`src/inc/tcr_pkg.sv`:
```
// Functional notes
// - mode bits pick timer, event, pulse width
// - preload low buffered, high commits both bytes
// - reading count high latches low byte
// - overflow reloads preload and sets flag
// - pulse width counts between edge and return
// - one measurement, rearmed by enable write
// - pulse width overflow reloads like others
// - counting only while enable set
// - edge select 0 rising, 1 falling
// - preload write when stopped loads counter too
// - count high read blocks the count clock
// - converter select bit picks counter or converter
// - converter counter A system clock in timer and pulse width modes (edges in event mode), B oscillator
// - converter mode bit picks resistor network
// - overflow source bit picks A or B
// - selected overflow sets flag, stops, clears enable
// - converter high write loads counter with buffer
// - converter high read latches that low byte
// - byte registers locked while converter runs
// - bit 3 enables low voltage detector
package tcr_pkg;
    localparam logic [7:0] IDX_CNT_HI = 8'h20;
    localparam logic [7:0] IDX_CNT_LO = 8'h21;
    localparam logic [7:0] IDX_CTRL = 8'h22;
    localparam logic [7:0] IDX_PL_HI = 8'h23;
    localparam logic [7:0] IDX_PL_LO = 8'h24;
    localparam logic [7:0] IDX_CONV = 8'h25;
    localparam logic [7:0] IDX_IRQ = 8'h2F;
    localparam int BIT_EDGE = 3;
    localparam int BIT_EN = 4;
    localparam int BIT_MODE = 5;
    localparam int BIT_OVSRC = 0;
    localparam int BIT_CONV = 1;
    localparam int BIT_NET = 2;
    localparam int BIT_LVD_EN = 3;
    localparam int BIT_LVD_LOW = 4;
    localparam int BIT_FLAG = 4;
    localparam logic [7:0] CTRL_RST = 8'h00;
    localparam logic [3:0] CONV_RST = 4'h0;
    localparam logic [15:0] CNT_RST = 16'h0000;
    localparam logic [15:0] CNT_MAX = 16'hFFFF;
    localparam logic [1:0] MODE_TIMER = 2'b10;
    localparam logic [1:0] MODE_EVENT = 2'b01;
    localparam logic [1:0] MODE_PW = 2'b11;
    typedef enum logic [1:0] {PW_WAIT, PW_RUN, PW_DONE} tcr_pw_t;
endpackage

```
`src/hw/tcr_top.sv`:
```
`timescale 1ns/1ps
module tcr_top (
    input wire logic ref_clk, // system clock
    input wire logic rst, // async reset, high
    input wire logic hsel, // slave select
    input wire logic [31:0] haddr, // byte address
    input wire logic [1:0] htrans, // transfer type
    input wire logic hwrite, // write when high
    input wire logic [2:0] hsize, // word only
    input wire logic [31:0] hwdata, // write data
    input wire logic hready, // bus ready
    output logic [31:0] hrdata, // read data
    output logic hreadyout, // slave ready
    output logic hresp, // always okay
    input wire logic rc_osc_input, // rc oscillator / event pin
    input wire logic lowvolt_low, // detector says battery low
    output logic overflow_irq_flag, // sticky overflow flag
    output logic lowvolt_detect_enable, // detector on
    output logic reference_resistor_pin, // reference network runs
    output logic sensor_resistor_pin // sensor network runs
);
    import tcr_pkg::*;

    // ----------------------------------------
    // bus decode
    // ----------------------------------------
    logic wp_q;
    logic [7:0] widx_q;
    logic [31:0] hrdata_q;
    logic hready_q;
    wire ap = hsel & htrans[1] & hready;
    wire [7:0] aidx = (haddr[31:10] == 22'h000000) ? haddr[9:2] : 8'hFF;
    wire rd = ap & ~hwrite;
    wire [7:0] wdat = hwdata[7:0];
    wire wr_cnt_hi = wp_q & (widx_q == IDX_CNT_HI);
    wire wr_cnt_lo = wp_q & (widx_q == IDX_CNT_LO);
    wire wr_ctl = wp_q & (widx_q == IDX_CTRL);
    wire wr_pl_hi = wp_q & (widx_q == IDX_PL_HI);
    wire wr_pl_lo = wp_q & (widx_q == IDX_PL_LO);
    wire wr_conv = wp_q & (widx_q == IDX_CONV);
    wire wr_irq = wp_q & (widx_q == IDX_IRQ);

    always_ff @(posedge ref_clk or posedge rst) begin
        if (rst) begin
            wp_q <= 1'b0;
            widx_q <= 8'h00;
            hready_q <= 1'b0;
        end else begin
            wp_q <= ap & hwrite;
            widx_q <= aidx;
            hready_q <= 1'b1;
        end
    end

    // ----------------------------------------
    // control state
    // ----------------------------------------
    logic [7:0] ctl_q;
    logic [3:0] conv_q;
    logic irq_q;
    logic [15:0] cnt_a_q;
    logic [15:0] cnt_b_q;
    logic [15:0] pre_q;
    logic [7:0] wbuf_q;
    logic [7:0] rbuf_q;
    logic rc_q;
    logic pw_lvl_q;
    tcr_pw_t pw_q;
    tcr_pw_t pw_d;

    wire en = ctl_q[BIT_EN];
    wire [1:0] mode = ctl_q[BIT_MODE+1:BIT_MODE];
    wire conv = conv_q[BIT_CONV];
    wire lock = conv & en;
    wire rise = rc_osc_input & ~rc_q;
    wire fall = ~rc_osc_input & rc_q;
    wire edge_act = ctl_q[BIT_EDGE] ? fall : rise;
    wire blk = rd & (aidx == IDX_CNT_HI);

    // ----------------------------------------
    // count ticks and overflow
    // ----------------------------------------
    wire pw_mode = ~conv & (mode == MODE_PW);
    wire pw_start = en & pw_mode & (pw_q == PW_WAIT) & edge_act;
    wire pw_end = pw_mode & (pw_q == PW_RUN) & (rc_osc_input != pw_lvl_q);
    wire src_a = (mode == MODE_TIMER) ? 1'b1 :
                 (mode == MODE_EVENT) ? edge_act :
                 (mode == MODE_PW) ? (conv | ((pw_q == PW_RUN) & ~pw_end)) : 1'b0;
    wire tick_a = en & ~blk & src_a;
    wire tick_b = conv & en & ~blk & edge_act;
    wire ovf_a = tick_a & (cnt_a_q == CNT_MAX);
    wire ovf_b = tick_b & (cnt_b_q == CNT_MAX);
    wire conv_stop = conv & (conv_q[BIT_OVSRC] ? ovf_b : ovf_a);
    wire irq_set = conv ? conv_stop : ovf_a;

    always_comb begin
        pw_d = pw_q;
        case (pw_q)
            PW_WAIT: begin
                if (pw_start) begin
                    pw_d = PW_RUN;
                end
            end
            PW_RUN: begin
                if (pw_end) begin
                    pw_d = PW_DONE;
                end
            end
            PW_DONE: pw_d = PW_DONE;
            default: pw_d = PW_WAIT;
        endcase
        if (wr_ctl & wdat[BIT_EN]) begin
            pw_d = PW_WAIT;
        end
    end

    // ----------------------------------------
    // counters, preload, buffers
    // ----------------------------------------
    wire [15:0] wword = {wdat, wbuf_q};
    wire ld_a = ~lock & (wr_cnt_hi | (~conv & wr_pl_hi & ~en));
    wire ld_b = ~lock & conv & wr_pl_hi;
    wire [15:0] cnt_a_d = ld_a ? wword :
                          (ovf_a & ~conv) ? pre_q :
                          tick_a ? 16'(cnt_a_q + 16'h0001) : cnt_a_q;
    wire [15:0] cnt_b_d = ld_b ? wword : tick_b ? 16'(cnt_b_q + 16'h0001) : cnt_b_q;
    wire [15:0] pre_d = (~conv & wr_pl_hi) ? wword : pre_q;
    wire [7:0] wbuf_d = (~lock & (wr_cnt_lo | wr_pl_lo)) ? wdat : wbuf_q;
    wire [7:0] rbuf_d = (rd & ~lock & (aidx == IDX_CNT_HI)) ? cnt_a_q[7:0] :
                        (rd & ~lock & conv & (aidx == IDX_PL_HI)) ? cnt_b_q[7:0] : rbuf_q;

    always_ff @(posedge ref_clk or posedge rst) begin
        if (rst) begin
            cnt_a_q <= CNT_RST;
            cnt_b_q <= CNT_RST;
            pre_q <= CNT_RST;
            wbuf_q <= 8'h00;
            rbuf_q <= 8'h00;
            rc_q <= 1'b0;
            pw_lvl_q <= 1'b0;
            pw_q <= PW_WAIT;
        end else begin
            cnt_a_q <= cnt_a_d;
            cnt_b_q <= cnt_b_d;
            pre_q <= pre_d;
            wbuf_q <= wbuf_d;
            rbuf_q <= rbuf_d;
            rc_q <= rc_osc_input;
            pw_lvl_q <= pw_start ? rc_osc_input : pw_lvl_q;
            pw_q <= pw_d;
        end
    end

    // ----------------------------------------
    // control registers and flag
    // ----------------------------------------
    wire [7:0] ctl_w = wr_ctl ? {1'b0, wdat[6:3], 3'b000} : ctl_q;
    wire en_clr = conv_stop | pw_end;
    wire [7:0] ctl_d = en_clr ? (ctl_w & ~(8'h01 << BIT_EN)) : ctl_w;
    wire [3:0] conv_d = wr_conv ? wdat[3:0] : conv_q;
    wire irq_d = irq_set | (wr_irq ? wdat[BIT_FLAG] : irq_q);

    always_ff @(posedge ref_clk or posedge rst) begin
        if (rst) begin
            ctl_q <= CTRL_RST;
            conv_q <= CONV_RST;
            irq_q <= 1'b0;
        end else begin
            ctl_q <= ctl_d;
            conv_q <= conv_d;
            irq_q <= irq_d;
        end
    end

    // ----------------------------------------
    // read mux and outputs
    // ----------------------------------------
    wire lvd_low = conv_q[BIT_LVD_EN] & lowvolt_low;
    wire [7:0] rd_val = (aidx == IDX_CNT_HI) ? (lock ? 8'h00 : cnt_a_q[15:8]) :
                        (aidx == IDX_CNT_LO) ? (lock ? 8'h00 : rbuf_q) :
                        (aidx == IDX_CTRL) ? ctl_q :
                        (aidx == IDX_PL_HI) ? (lock ? 8'h00 : conv ? cnt_b_q[15:8] : pre_q[15:8]) :
                        (aidx == IDX_PL_LO) ? (lock ? 8'h00 : conv ? rbuf_q : pre_q[7:0]) :
                        (aidx == IDX_CONV) ? {3'b000, lvd_low, conv_q} :
                        (aidx == IDX_IRQ) ? {3'b000, irq_q, 4'h0} : 8'h00;
    logic lvd_q;
    logic reference_resistor_pin_q;
    logic sensor_resistor_pin_q;

    always_ff @(posedge ref_clk or posedge rst) begin
        if (rst) begin
            hrdata_q <= 32'h00000000;
            lvd_q <= 1'b0;
            reference_resistor_pin_q <= 1'b0;
            sensor_resistor_pin_q <= 1'b0;
        end else begin
            hrdata_q <= rd ? {24'h000000, rd_val} : 32'h00000000;
            lvd_q <= conv_d[BIT_LVD_EN];
            reference_resistor_pin_q <= conv_d[BIT_CONV] & ctl_d[BIT_EN] & ~conv_d[BIT_NET];
            sensor_resistor_pin_q <= conv_d[BIT_CONV] & ctl_d[BIT_EN] & conv_d[BIT_NET];
        end
    end

    assign hrdata = hrdata_q;
    assign hreadyout = hready_q;
    assign hresp = 1'b0;
    assign overflow_irq_flag = irq_q;
    assign lowvolt_detect_enable = lvd_q;
    assign reference_resistor_pin = reference_resistor_pin_q;
    assign sensor_resistor_pin = sensor_resistor_pin_q;
endmodule

```
`config.mk`:
```
export PLATFORM = sky130hd
export DESIGN_NAME = tcr_top
export DESIGN_NICKNAME = d
export VERILOG_FILES = /design/src/inc/tcr_pkg.sv /design/src/hw/tcr_top.sv
export SDC_FILE = /design/constraint.sdc
export NUM_CORES = 1
export LEC_CHECK = 0
export ABC_AREA = 0
export ABC_CLOCK_PERIOD_IN_PS = 3430
export BUFFER_PORTS_ARGS = -buffer_cell sky130_fd_sc_hd__buf_2
export CORE_UTILIZATION = 35
export DETAILED_ROUTE_END_ITERATION = 10
export PLACE_DENSITY_LB_ADDON = 0.2
export SLEW_MARGIN = 20
export SYNTH_ARGS = -nofsm -noshare
export SYNTH_HDL_FRONTEND = slang
export SYNTH_SLANG_ARGS = --single-unit
```
`constraint.sdc`:
```
create_clock -name ref_clk -period 3.43 [get_ports ref_clk]
set_input_delay 0.5145 -clock ref_clk [delete_from_list [all_inputs] [get_ports ref_clk]]
set_output_delay 0.5145 -clock ref_clk [all_outputs]
set_load 0.01 [all_outputs]
```
==> flow_summary.json, run 1 <==
{
  "status": "complete, no violations",
  "netlist_top_cells_count": "97 x dfrtp_1, 80 x nand2_1, 31 x mux2_2",
  "track_usage_pct": 21.5,
  "synth_area_sq_um": 5690,
  "diodes": 0,
  "place_inst": 869,
  "finalSetupViolations": 0,
  "netSwitchingFraction_pct": 25.3,
  "syn_avg_cell_area_sq_um": 9.38,
  "clock_latency_ns": 0.36,
  "switchingPower_mw": 0.573,
  "muxShareOfSynthArea_pct": 8.13,
  "ys.warnings.count": 0,
  "synth_ff_type": "dfrtp_1",
  "place_congestion": 0.883,
  "async_flop_share_pct": 100,
  "cts.htree.levels": 3,
  "period_share_pct": 79.6,
  "clock_path_buffers": 2,
  "ys_ff_latch": 97,
  "clkSinkCount": 97,
  "die_area_sq_um": 16800,
  "synth.area.top_cells": "dfrtp_1 43%, mux2_2 6.1%, nand2_1 5.3%, buf_4 3.4%, a21oi_1 2.5%",
  "crit_path_start_kind": "flop",
  "dp_hpwl_um": 12700,
  "cp_max_fo": 15,
  "ir_worst_vdd_mv": 0.236,
  "pre_cts_slack_ns": 0.526,
  "yosysMostFrequentCell": "dfrtp_1",
  "drive_above_1_share_pct": 22.0,
  "dr.pass1.iters": 5,
  "cts_setup_buffers": 0,
  "synth_compound_area_share_pct": 18.5,
  "power_mw": 2.27,
  "final_nets": 745,
  "grt_pass1_vias": 4703,
  "numCtsBuffers": 9,
  "max_slew_margin_pct": 30.1,
  "rr_startpoint": "cnt_a_q[0]$_DFFE_PP0P_",
  "endpoint_kind": "flop",
  "vias": 5041,
  "combPwrFrac_pct": 6.4,
  "die_y_um": 130,
  "grt_pass1_wl_um": 26600,
  "synthAdderAreaFrac_pct": 1.10,
  "synth-edff-count": 0,
  "r2r_slack_ns": 0.70,
  "synth.top_cell.area_share_pct": 42.6,
  "cts-root-buf": "clkbuf_16",
  "finalSetupTns_ns": 0,
  "r2r_end": "cnt_a_q[13]$_DFFE_PP0P_",
  "synth_top_family_by_area": "simple AND/OR/NAND/NOR gates",
  "core-area_sq_um": 15900,
  "vias_per_cell": 5.70,
  "fin_worst_skew_ns": 0.00545,
  "drc_errors": 0,
  "criticalPathCategory": "flop to flop",
  "post_drt_wl_per_cell_um": 19.6,
  "worstSetupEndpoint": "cnt_a_q[13]$_DFFE_PP0P_",
  "grt_setup_unrepaired": "no",
  "synthSimpleGateAreaFrac_pct": 21.0,
  "cellLeakagePower_nw": 2.75,
  "finalWirelength_um": 17400,
  "cp.arrival_ns": 2.98,
  "design_area_sq_um": 6470,
  "die_x_um": 130,
  "worstHoldPathType": "input port to asynchronous set/reset pin",
  "timing.fmax_mhz": 366,
  "rr_worst_depth": 8,
  "hold_buffers": 0,
  "utilization_pct": 40.7,
  "cp.required_ns": 3.68,
  "grt_antenna_before_repair": 0,
  "placed_area_sq_um": 6200,
  "yosys.cell_types.count": 71,
  "grt_overflow": 0,
  "multi_input_area_sq_um": 2940,
  "first_iter_violations": 459,
  "grt_start_max_net_pins": 65,
  "p_per_area_nw_per_um2": 350,
  "yosysTopAreaCell": "dfrtp_1",
  "cts_tree": "built",
  "synthToLayoutAreaGrowth_pct": 13.6,
  "netlist_instances": 607,
  "slew_viol_final": 0,
  "io_pins": 114,
  "max-cap-violations": 0,
  "synth_xor_area_share_pct": 1.08,
  "seq_area_frac_synth_pct": 42.6,
  "tightest_slew_ns": 1.05,
  "clkTransAtPathRegs_ns": 0.07,
  "ant_nets": 0,
  "portBuffers": 58,
  "worstSetupStartpoint": "cnt_a_q[0]$_DFFE_PP0P_",
  "std_cell_rows": 46,
  "hold_violations": 0,
  "p_int_mw": 1.69,
  "setup_slack_ns": 0.701,
  "nFillCells": 1581,
  "fin_hold_ws_ns": 0.162,
  "start_util_pct": 35.8,
  "layout.cells.non_filler": 885,
  "pwr-share-clk_pct": 41.7,
  "seq_area_sq_um": 2430,
  "post_cts_resized": 0,
  "seq_power_share_pct": 51.9,
  "period_needed_ns": 2.73
}
## routing by layer
metal	up-vias	track usage [%]	share of wire, %
met5	-	0	0
met4	0	11.1	3.7
met3	33	2.60	5.3
met2	220	34.2	46
met1	2459	28.8	45
li1	2329	-	-
## sequential cells by signal, indices dropped and copies added (netlist names), 4 cells and up
signal,flops
cnt_a_q,16
cnt_b_q,16
pre_q,16
hrdata,8
rbuf_q,8
wbuf_q,8
widx_q,8
conv_q,4
ctl_q,4
## critical path, stage by stage (launching register included)
cell	delay [ns]
dfrtp_1	0.46
ha_1	0.29
nand4_1	0.21
or2_2	0.39
nor3_2	0.39
buf_4	0.32
mux2i_1	0.23
a21oi_1	0.09
a22o_1	0.24
## placed cells by master, fill, tap and decap left out, types with 5 or more instances in the layout
master     netlist  routed
o2bb2ai_1        6       6
mux2_2          31      31
and4_1           6       6
a41o_1           5       5
o21ai_0         25      25
mux2i_1          8       8
o31ai_1          7       7
a22o_1           7       7
and2_1           7       7
a21oi_1         29      29
a22oi_1         10      10
a221o_1          7       7
conb_1           2      26
clkbuf_16        0       9
or2_2            7       7
nor4_1          15      14
buf_2            9      58
nand2_1         80      80
o211ai_1         6       6
nor2b_1          5       5
or3_1            8       8
nand3_1         27      27
a211oi_1         6       6
inv_1           18      17
nor3_1          14      13
nor2_1          21      21
dfrtp_1         97      97
a31oi_1          6       6
buf_4           26      23
ha_1             5       5
nand2b_1         5       5
nand4_1         13      13
## power by group through the flow
stage               registers, mW  clock network [mW]  logic [mW]
floorplan                    1.19                   0       0.101
global placement             1.20                   0       0.142
detailed placement           1.20                   0       0.145
CTS                          1.18               0.976       0.146
global route                 1.18                1.02       0.162
finish                       1.18               0.945       0.145
## cells by family (layout without fill, tap and decap cells)
family | after synthesis | after routing
and+or+nand+nor | 227 | 227
AOI/OAI and AO/OA | 148 | 148
other | 2 | 26
adders and majority gates | 5 | 5
buffers and inverters | 79 | 117
DFF | 97 | 97
xor gates and xnor gates | 7 | 7
muxes | 42 | 42
## layout make-up
class	instances	area share, %
clock buffers	9	3.48
well taps	216	4.18
multi-input cells	455	45.5
repair buffers	82	7.46
inverters	19	1.14
flip-flops and latches	97	37.5
clock inverters	7	0.716
## worst min path at each step
stage                                startpoint                    end  cells after the start
after floorplan           rbuf_q[1]$_DFFE_PP0P_  rbuf_q[1]$_DFFE_PP0P_                      2
after global placement    wbuf_q[0]$_DFFE_PP0P_   pre_q[0]$_DFFE_PP0P_                      2
after detailed placement  wbuf_q[0]$_DFFE_PP0P_   pre_q[0]$_DFFE_PP0P_                      2
after CTS                                   rst    hrdata[2]$_DFF_PP0_                      2
after global routing                        rst    hrdata[2]$_DFF_PP0_                      2
final                                       rst    hrdata[2]$_DFF_PP0_                      2
No activity file was read; power rests on OpenSTA's default activity.
==> run 2: changes to the inputs <==
--- a/config.mk
+++ b/config.mk
@@ -5,8 +5,8 @@
 export SDC_FILE = /design/constraint.sdc
 export NUM_CORES = 1
 export LEC_CHECK = 0
-export ABC_AREA = 0
-export ABC_CLOCK_PERIOD_IN_PS = 3430
+export ABC_AREA = 1
+export ABC_CLOCK_PERIOD_IN_PS = 2400
 export BUFFER_PORTS_ARGS = -buffer_cell sky130_fd_sc_hd__buf_2
 export CORE_UTILIZATION = 35
 export DETAILED_ROUTE_END_ITERATION = 10
==> constraint.sdc (replaced) <==
create_clock -name ref_clk -period 2.4 [get_ports ref_clk]
set_input_delay 0.36 -clock ref_clk [delete_from_list [all_inputs] [get_ports ref_clk]]
set_output_delay 0.36 -clock ref_clk [all_outputs]
set_load 0.01 [all_outputs]
==> run 2 against run 1 <==
  * Synthesized area grew 8.2%
  * Clock power rose by 49%
  * Final area rose by 11%
  * Critical path type unchanged
==> flow_summary.json, run 2 <==
{
  "std_cell_rows": 48,
  "place_congestion": 0.890,
  "netlist_instances": 772,
  "yosysMostFrequentCell": "nand2_1",
  "hold_violations": 0,
  "vias": 5366,
  "pre_cts_slack_ns": 0.0226,
  "syn_avg_cell_area_sq_um": 7.98,
  "grt_pass1_vias": 4971,
  "tightest_slew_ns": 0.648,
  "cellLeakagePower_nw": 3.73,
  "synth_ff_type": "dfrtp_1",
  "setup_slack_ns": 0.249,
  "cts-root-buf": "clkbuf_16",
  "cts_tree": "built",
  "synth.area.top_cells": "dfrtp_1 39%, nand2_1 9.7%, inv_1 6.8%, nand3_1 4.9%, o21ai_0 3.6%",
  "cp.required_ns": 2.68,
  "drc_errors": 0,
  "clock_path_buffers": 2,
  "place_inst": 1072,
  "final_common_cell": "nand2_1",
  "start_util_pct": 35.8,
  "crit_family": "simple AND/OR/NAND/NOR gates",
  "synth_top_family_by_area": "simple AND/OR/NAND/NOR gates",
  "finalSetupViolations": 0,
  "clock_latency_ns": 0.36,
  "yosys.cell_types.count": 55,
  "clkTransAtPathRegs_ns": 0.07,
  "clkSinkCount": 97,
  "period_share_pct": 89.6,
  "crit_buf_inv": 1,
  "core-area_sq_um": 17200,
  "track_usage_pct": 20.8,
  "numCtsBuffers": 9,
  "die_x_um": 135,
  "synth-edff-count": 0,
  "r2r_slack_ns": 0.25,
  "p_per_area_nw_per_um2": 569,
  "synthToLayoutAreaGrowth_pct": 16.0,
  "dr.pass1.iters": 5,
  "finalWirelength_um": 17900,
  "muxShareOfSynthArea_pct": 1.14,
  "period_needed_ns": 2.15,
  "rr_startpoint": "cnt_b_q[1]$_DFFE_PP0P_",
  "io_pins": 114,
  "max-cap-violations": 0,
  "synth.top_cell.area_share_pct": 39.4,
  "utilization_pct": 41.5,
  "top_regs": "cnt_a_q (16), cnt_b_q (16), pre_q (16)",
  "grt_start_max_net_pins": 45,
  "slowest_delay_ns": 0.38,
  "endpoint_kind": "flop",
  "seq_area_frac_synth_pct": 39.4,
  "max_slew_margin_pct": 56.7,
  "synth_compound_area_share_pct": 14.5,
  "vias_per_cell": 4.93,
  "hold_buffers": 0,
  "r2r_end": "cnt_b_q[14]$_DFFE_PP0P_",
  "fin_worst_skew_ns": 0.00875,
  "final_nets": 939,
  "grt_antenna_before_repair": 0,
  "die_area_sq_um": 18100,
  "rr_worst_depth": 11,
  "yosysTopAreaCell": "dfrtp_1",
  "status": "complete, no violations",
  "synthAdderAreaFrac_pct": 1.02,
  "ys.warnings.count": 0,
  "drive_above_1_share_pct": 20.6,
  "path_cells": "ha_1 -> nand3_1 -> nor3_1 -> buf_4 -> nand3_1 -> nor3_1 -> nand3_1 -> nor2_1 -> xor2_1 -> nand3_1 -> o211ai_1",
  "critical_path.most_common_cell": "nand3_1",
  "cp.arrival_ns": 2.43,
  "crit_path_start_kind": "flop",
  "dp_hpwl_um": 13700,
  "criticalPathCategory": "flop to flop",
  "power_mw": 4.07,
  "finalSetupTns_ns": 0,
  "layout.cells.non_filler": 1088,
  "slowest_stage": "dfrtp_1",
  "worstHoldPathType": "input port to asynchronous set/reset pin",
  "timing.fmax_mhz": 465,
  "ant_nets": 0,
  "portBuffers": 58,
  "first_iter_violations": 348,
  "diodes": 0,
  "cp_max_fo": 3,
  "final_cell_mix": "159 x nand2_1, 111 x inv_1, 97 x dfrtp_1, 60 x nand3_1",
  "ir_worst_vdd_mv": 0.470,
  "die_y_um": 135,
  "ys_ff_latch": 97,
  "worstSetupStartpoint": "cnt_b_q[1]$_DFFE_PP0P_",
  "grt_overflow": 0,
  "grt_pass1_wl_um": 28100,
  "synthSimpleGateAreaFrac_pct": 27.6,
  "netlist_top_cells_count": "159 x nand2_1, 112 x inv_1, 97 x dfrtp_1",
  "grt_setup_unrepaired": "no",
  "synth_xor_area_share_pct": 3.69,
  "post_drt_wl_per_cell_um": 16.5,
  "slew_viol_final": 0,
  "async_flop_share_pct": 100,
  "synth_area_sq_um": 6160,
  "cts.htree.levels": 3,
  "critical_path_cell_count": 11
}
## run 2: cell types whose count changed in the layout (fill, tap and decap cells not counted), sizes merged, moves of 17 or more
| cell | previous run | this run |
|---|---|---|
| nand2 | 80 | 165 |
| nand3 | 27 | 69 |
| inv | 19 | 124 |
| nor2 | 21 | 70 |
| a21oi | 29 | 12 |
| o21ai | 25 | 55 |
| xor2 | 4 | 24 |
| mux2 | 34 | 0 |
## run 2: worst max path at each step
stage and endpoint:
2_1_floorplan cnt_a_q[12]$_DFFE_PP0P_, 3_3_place_gp hrdata[5]$_DFF_PP0_, 3_5_place_dp hrdata[5]$_DFF_PP0_, 4_1_cts cnt_a_q[1]$_DFFE_PP0P_, 5_1_grt cnt_a_q[1]$_DFFE_PP0P_, 6_report cnt_b_q[14]$_DFFE_PP0P_
## run 2: cells by family after synthesis
kind of cell	count (synthesis)
flip-flops	97
multiplexers	7
AND/OR/NAND/NOR	341
buffers and inverters	167
adder cells (fa/ha/maj)	5
other	2
AO/OA/AOI/OAI	127
XOR/XNOR	26
## run 2: final cells by class
class / instances / area (sq um)
fill: 1792 / 10100
multi-input combinational: 532 / 3080
sequential: 97 / 2430
timing repair buffer: 93 / 603
inverter: 125 / 478
tap: 225 / 282
clock buffer: 12 / 256
clock inverter: 4 / 26.3
## run 2: stage by stage
stage               cell area [sq um]  hold slack (ns)
finish                           7150           0.0880
global route                     7150            0.132
CTS                              7130            0.107
detailed placement               6840            0.487
global placement                 6840            0.484
floorplan                        6260            0.391
## run 2: where the power goes
part	leakage (nW)	switching (mW)	total, mW	internal, mW
clock	0.139	0.652	1.41	0.761
combinational	2.44	0.453	0.741	0.288
sequential	1.16	0.142	1.91	1.77
## run 2: what timing repair did
item | in CTS | in global routing
buffers inserted | 0 | 0
endpoints found under the setup margin | 0 | 6
resized for setup | 0 | 4
## run 2: per-layer routing
layer	global-route usage [%]	part of all wire, %	vias up
met2	33.1	47	137
met1	29.6	48	2556
met5	0	0	-
met4	6.49	1.6	0
li1	-	-	2659
met3	2.33	3.9	14
==> run 3: changes to the inputs <==
--- a/config.mk
+++ b/config.mk
@@ -11,6 +11,7 @@
 export CORE_UTILIZATION = 35
 export DETAILED_ROUTE_END_ITERATION = 10
 export PLACE_DENSITY_LB_ADDON = 0.2
+export RECOVER_POWER = 100
 export SLEW_MARGIN = 20
 export SYNTH_ARGS = -nofsm -noshare
 export SYNTH_HDL_FRONTEND = slang
==> run 3 against run 2 <==
  * Critical endpoint is now rbuf_q[7]$_DFFE_PP0P_
  * Flip-flop and latch count unchanged
  * Die area stayed put
  * Register-to-register slack lost 0.04 ns
==> flow_summary.json, run 3 (same netlist as run 2, synthesis figures left out) <==
{
  "status": "complete, no violations",
  "crit_family": "simple AND/OR/NAND/NOR gates",
  "hold_violations": 0,
  "first_iter_violations": 428,
  "clkSinkCount": 97,
  "hold_buffers": 0,
  "dp_hpwl_um": 13700,
  "max_slew_margin_pct": 20.0,
  "post_cts_resized": 0,
  "die_area_sq_um": 18100,
  "numCtsBuffers": 9,
  "crit_path_start_kind": "input port",
  "fin_worst_skew_ns": 0.0103,
  "grt_pass1_wl_um": 28100,
  "max-cap-violations": 0,
  "seq_area_sq_um": 2430,
  "finalWirelength_um": 17900,
  "vias": 5347,
  "cp.required_ns": 2.62,
  "synthToLayoutAreaGrowth_pct": 14.1,
  "p_per_area_nw_per_um2": 573,
  "grt_antenna_before_repair": 0,
  "die_y_um": 135,
  "cts-root-buf": "clkbuf_16",
  "period_share_pct": 91.6,
  "endpoint_kind": "flop",
  "cts.htree.levels": 3,
  "slew_viol_final": 0,
  "drive_above_1_share_pct": 17.4,
  "cts_tree": "built",
  "worstHoldPathType": "input port to flop",
  "top_regs": "cnt_a_q (16), cnt_b_q (16), pre_q (16)",
  "cp.arrival_ns": 2.42,
  "post_drt_wl_per_cell_um": 16.4,
  "period_needed_ns": 2.20,
  "clock_path_buffers": 2,
  "cp_max_fo": 10,
  "std_cell_rows": 48,
  "cts_setup_buffers": 0,
  "multi_input_area_sq_um": 3030,
  "die_x_um": 135,
  "crit_buf_inv": 4,
  "place_congestion": 0.890,
  "slowest_stage": "nand3_1",
  "final_common_cell": "nand2_1",
  "track_usage_pct": 20.8,
  "timing.fmax_mhz": 455,
  "critical_path.most_common_cell": "nand3_1",
  "final_nets": 939,
  "clkTransAtPathRegs_ns": 0.07,
  "power_mw": 4.03,
  "grt_pass1_vias": 4971,
  "start_util_pct": 35.8,
  "core-area_sq_um": 17200,
  "final_cell_mix": "159 x nand2_1, 113 x inv_1, 97 x dfrtp_1, 62 x nand3_1, 58 x nor2_1",
  "finalSetupViolations": 0,
  "nFillCells": 1819,
  "path_cells": "buf_2 -> or2_0 -> nor2_8 -> nand2_4 -> nor2_8 -> nand3_1 -> inv_1 -> nand2_1 -> inv_1 -> nand3_1 -> clkbuf_4 -> nand3_1 -> o221ai_1",
  "portBuffers": 58,
  "vias_per_cell": 4.91,
  "grt_setup_unrepaired": "no",
  "ant_nets": 0,
  "dr.pass1.iters": 5,
  "grt_start_max_net_pins": 45,
  "grt_overflow": 0,
  "drc_errors": 0,
  "tightest_slew_ns": 1.19,
  "ir_worst_vdd_mv": 0.470,
  "diodes": 0,
  "clock_latency_ns": 0.36,
  "finalSetupTns_ns": 0,
  "slowest_delay_ns": 0.34,
  "io_pins": 114,
  "cellLeakagePower_nw": 3.64,
  "criticalPathCategory": "input port to flop"
}
==> run 3: power by group <==
part | internal, mW | switching [mW]
registers | 1.77 | 0.142
clock network | 0.761 | 0.651
logic | 0.269 | 0.439
==> run 3: per-layer routing <==
metal  part of all wire [%]  track usage [%]
met3                    5.4             2.33
met2                     46             33.1
met1                     47             29.6
met4                    1.6             6.49
met5                      0                0
==> run 3: layout make-up <==
cell class | count | area share [%]
clock inverters | 4 | 0.374
inverters | 125 | 6.76
well taps | 225 | 4.00
repair buffers | 93 | 7.58
multi-input cells | 532 | 43.1
flip-flops and latches | 97 | 34.5
clock buffers | 12 | 3.65
==> run 3: metrics by stage <==
stage	util [%]	area [sq um]	cells	hold WS [ns]	setup WS, ns
CTS	41.3	7130	1088	0.107	0.0955
global route	40.8	7030	1088	0.163	0.0394
detailed placement	39.7	6840	1072	0.487	0.0226
floorplan	-	6260	796	0.391	0.365
finish	40.8	7030	1088	0.157	0.202
global placement	39.7	6840	1072	0.484	0.0541
==> run 3: worst reg2reg max path, delay by kind of cell (launching register included) <==
family | cells | cell delay [ns]
adders and majority gates | 1 | 0.22
AOI/OAI and AO/OA | 3 | 0.36
DFF | 1 | 0.36
buffers and inverters | 1 | 0.19
and+or+nand+nor | 7 | 1.01
==> run 3: path summary, 6_finish.rpt <==
| kind | startpoint | endpoint | slack (ns) | depth (start not counted) |
|---|---|---|---|---|
| setup / recovery | haddr[11] | rbuf_q[7]$_DFFE_PP0P_ | 0.20 | 13 |
| hold / removal | rc_osc_input | rc_q$_DFF_PP0_ | 0.16 | 1 |
| setup reg to reg | cnt_a_q[0]$_DFFE_PP0P_ | cnt_a_q[11]$_DFFE_PP0P_ | 0.21 | 12 |
| hold reg to reg | wbuf_q[1]$_DFFE_PP0P_ | wbuf_q[1]$_DFFE_PP0P_ | 0.50 | 2 |
| max in group asynchronous | rst | widx_q[3]$_DFF_PP0_ | 0.50 | 3 |
| min in group asynchronous | rst | pre_q[0]$_DFFE_PP0P_ | 0.23 | 2 |
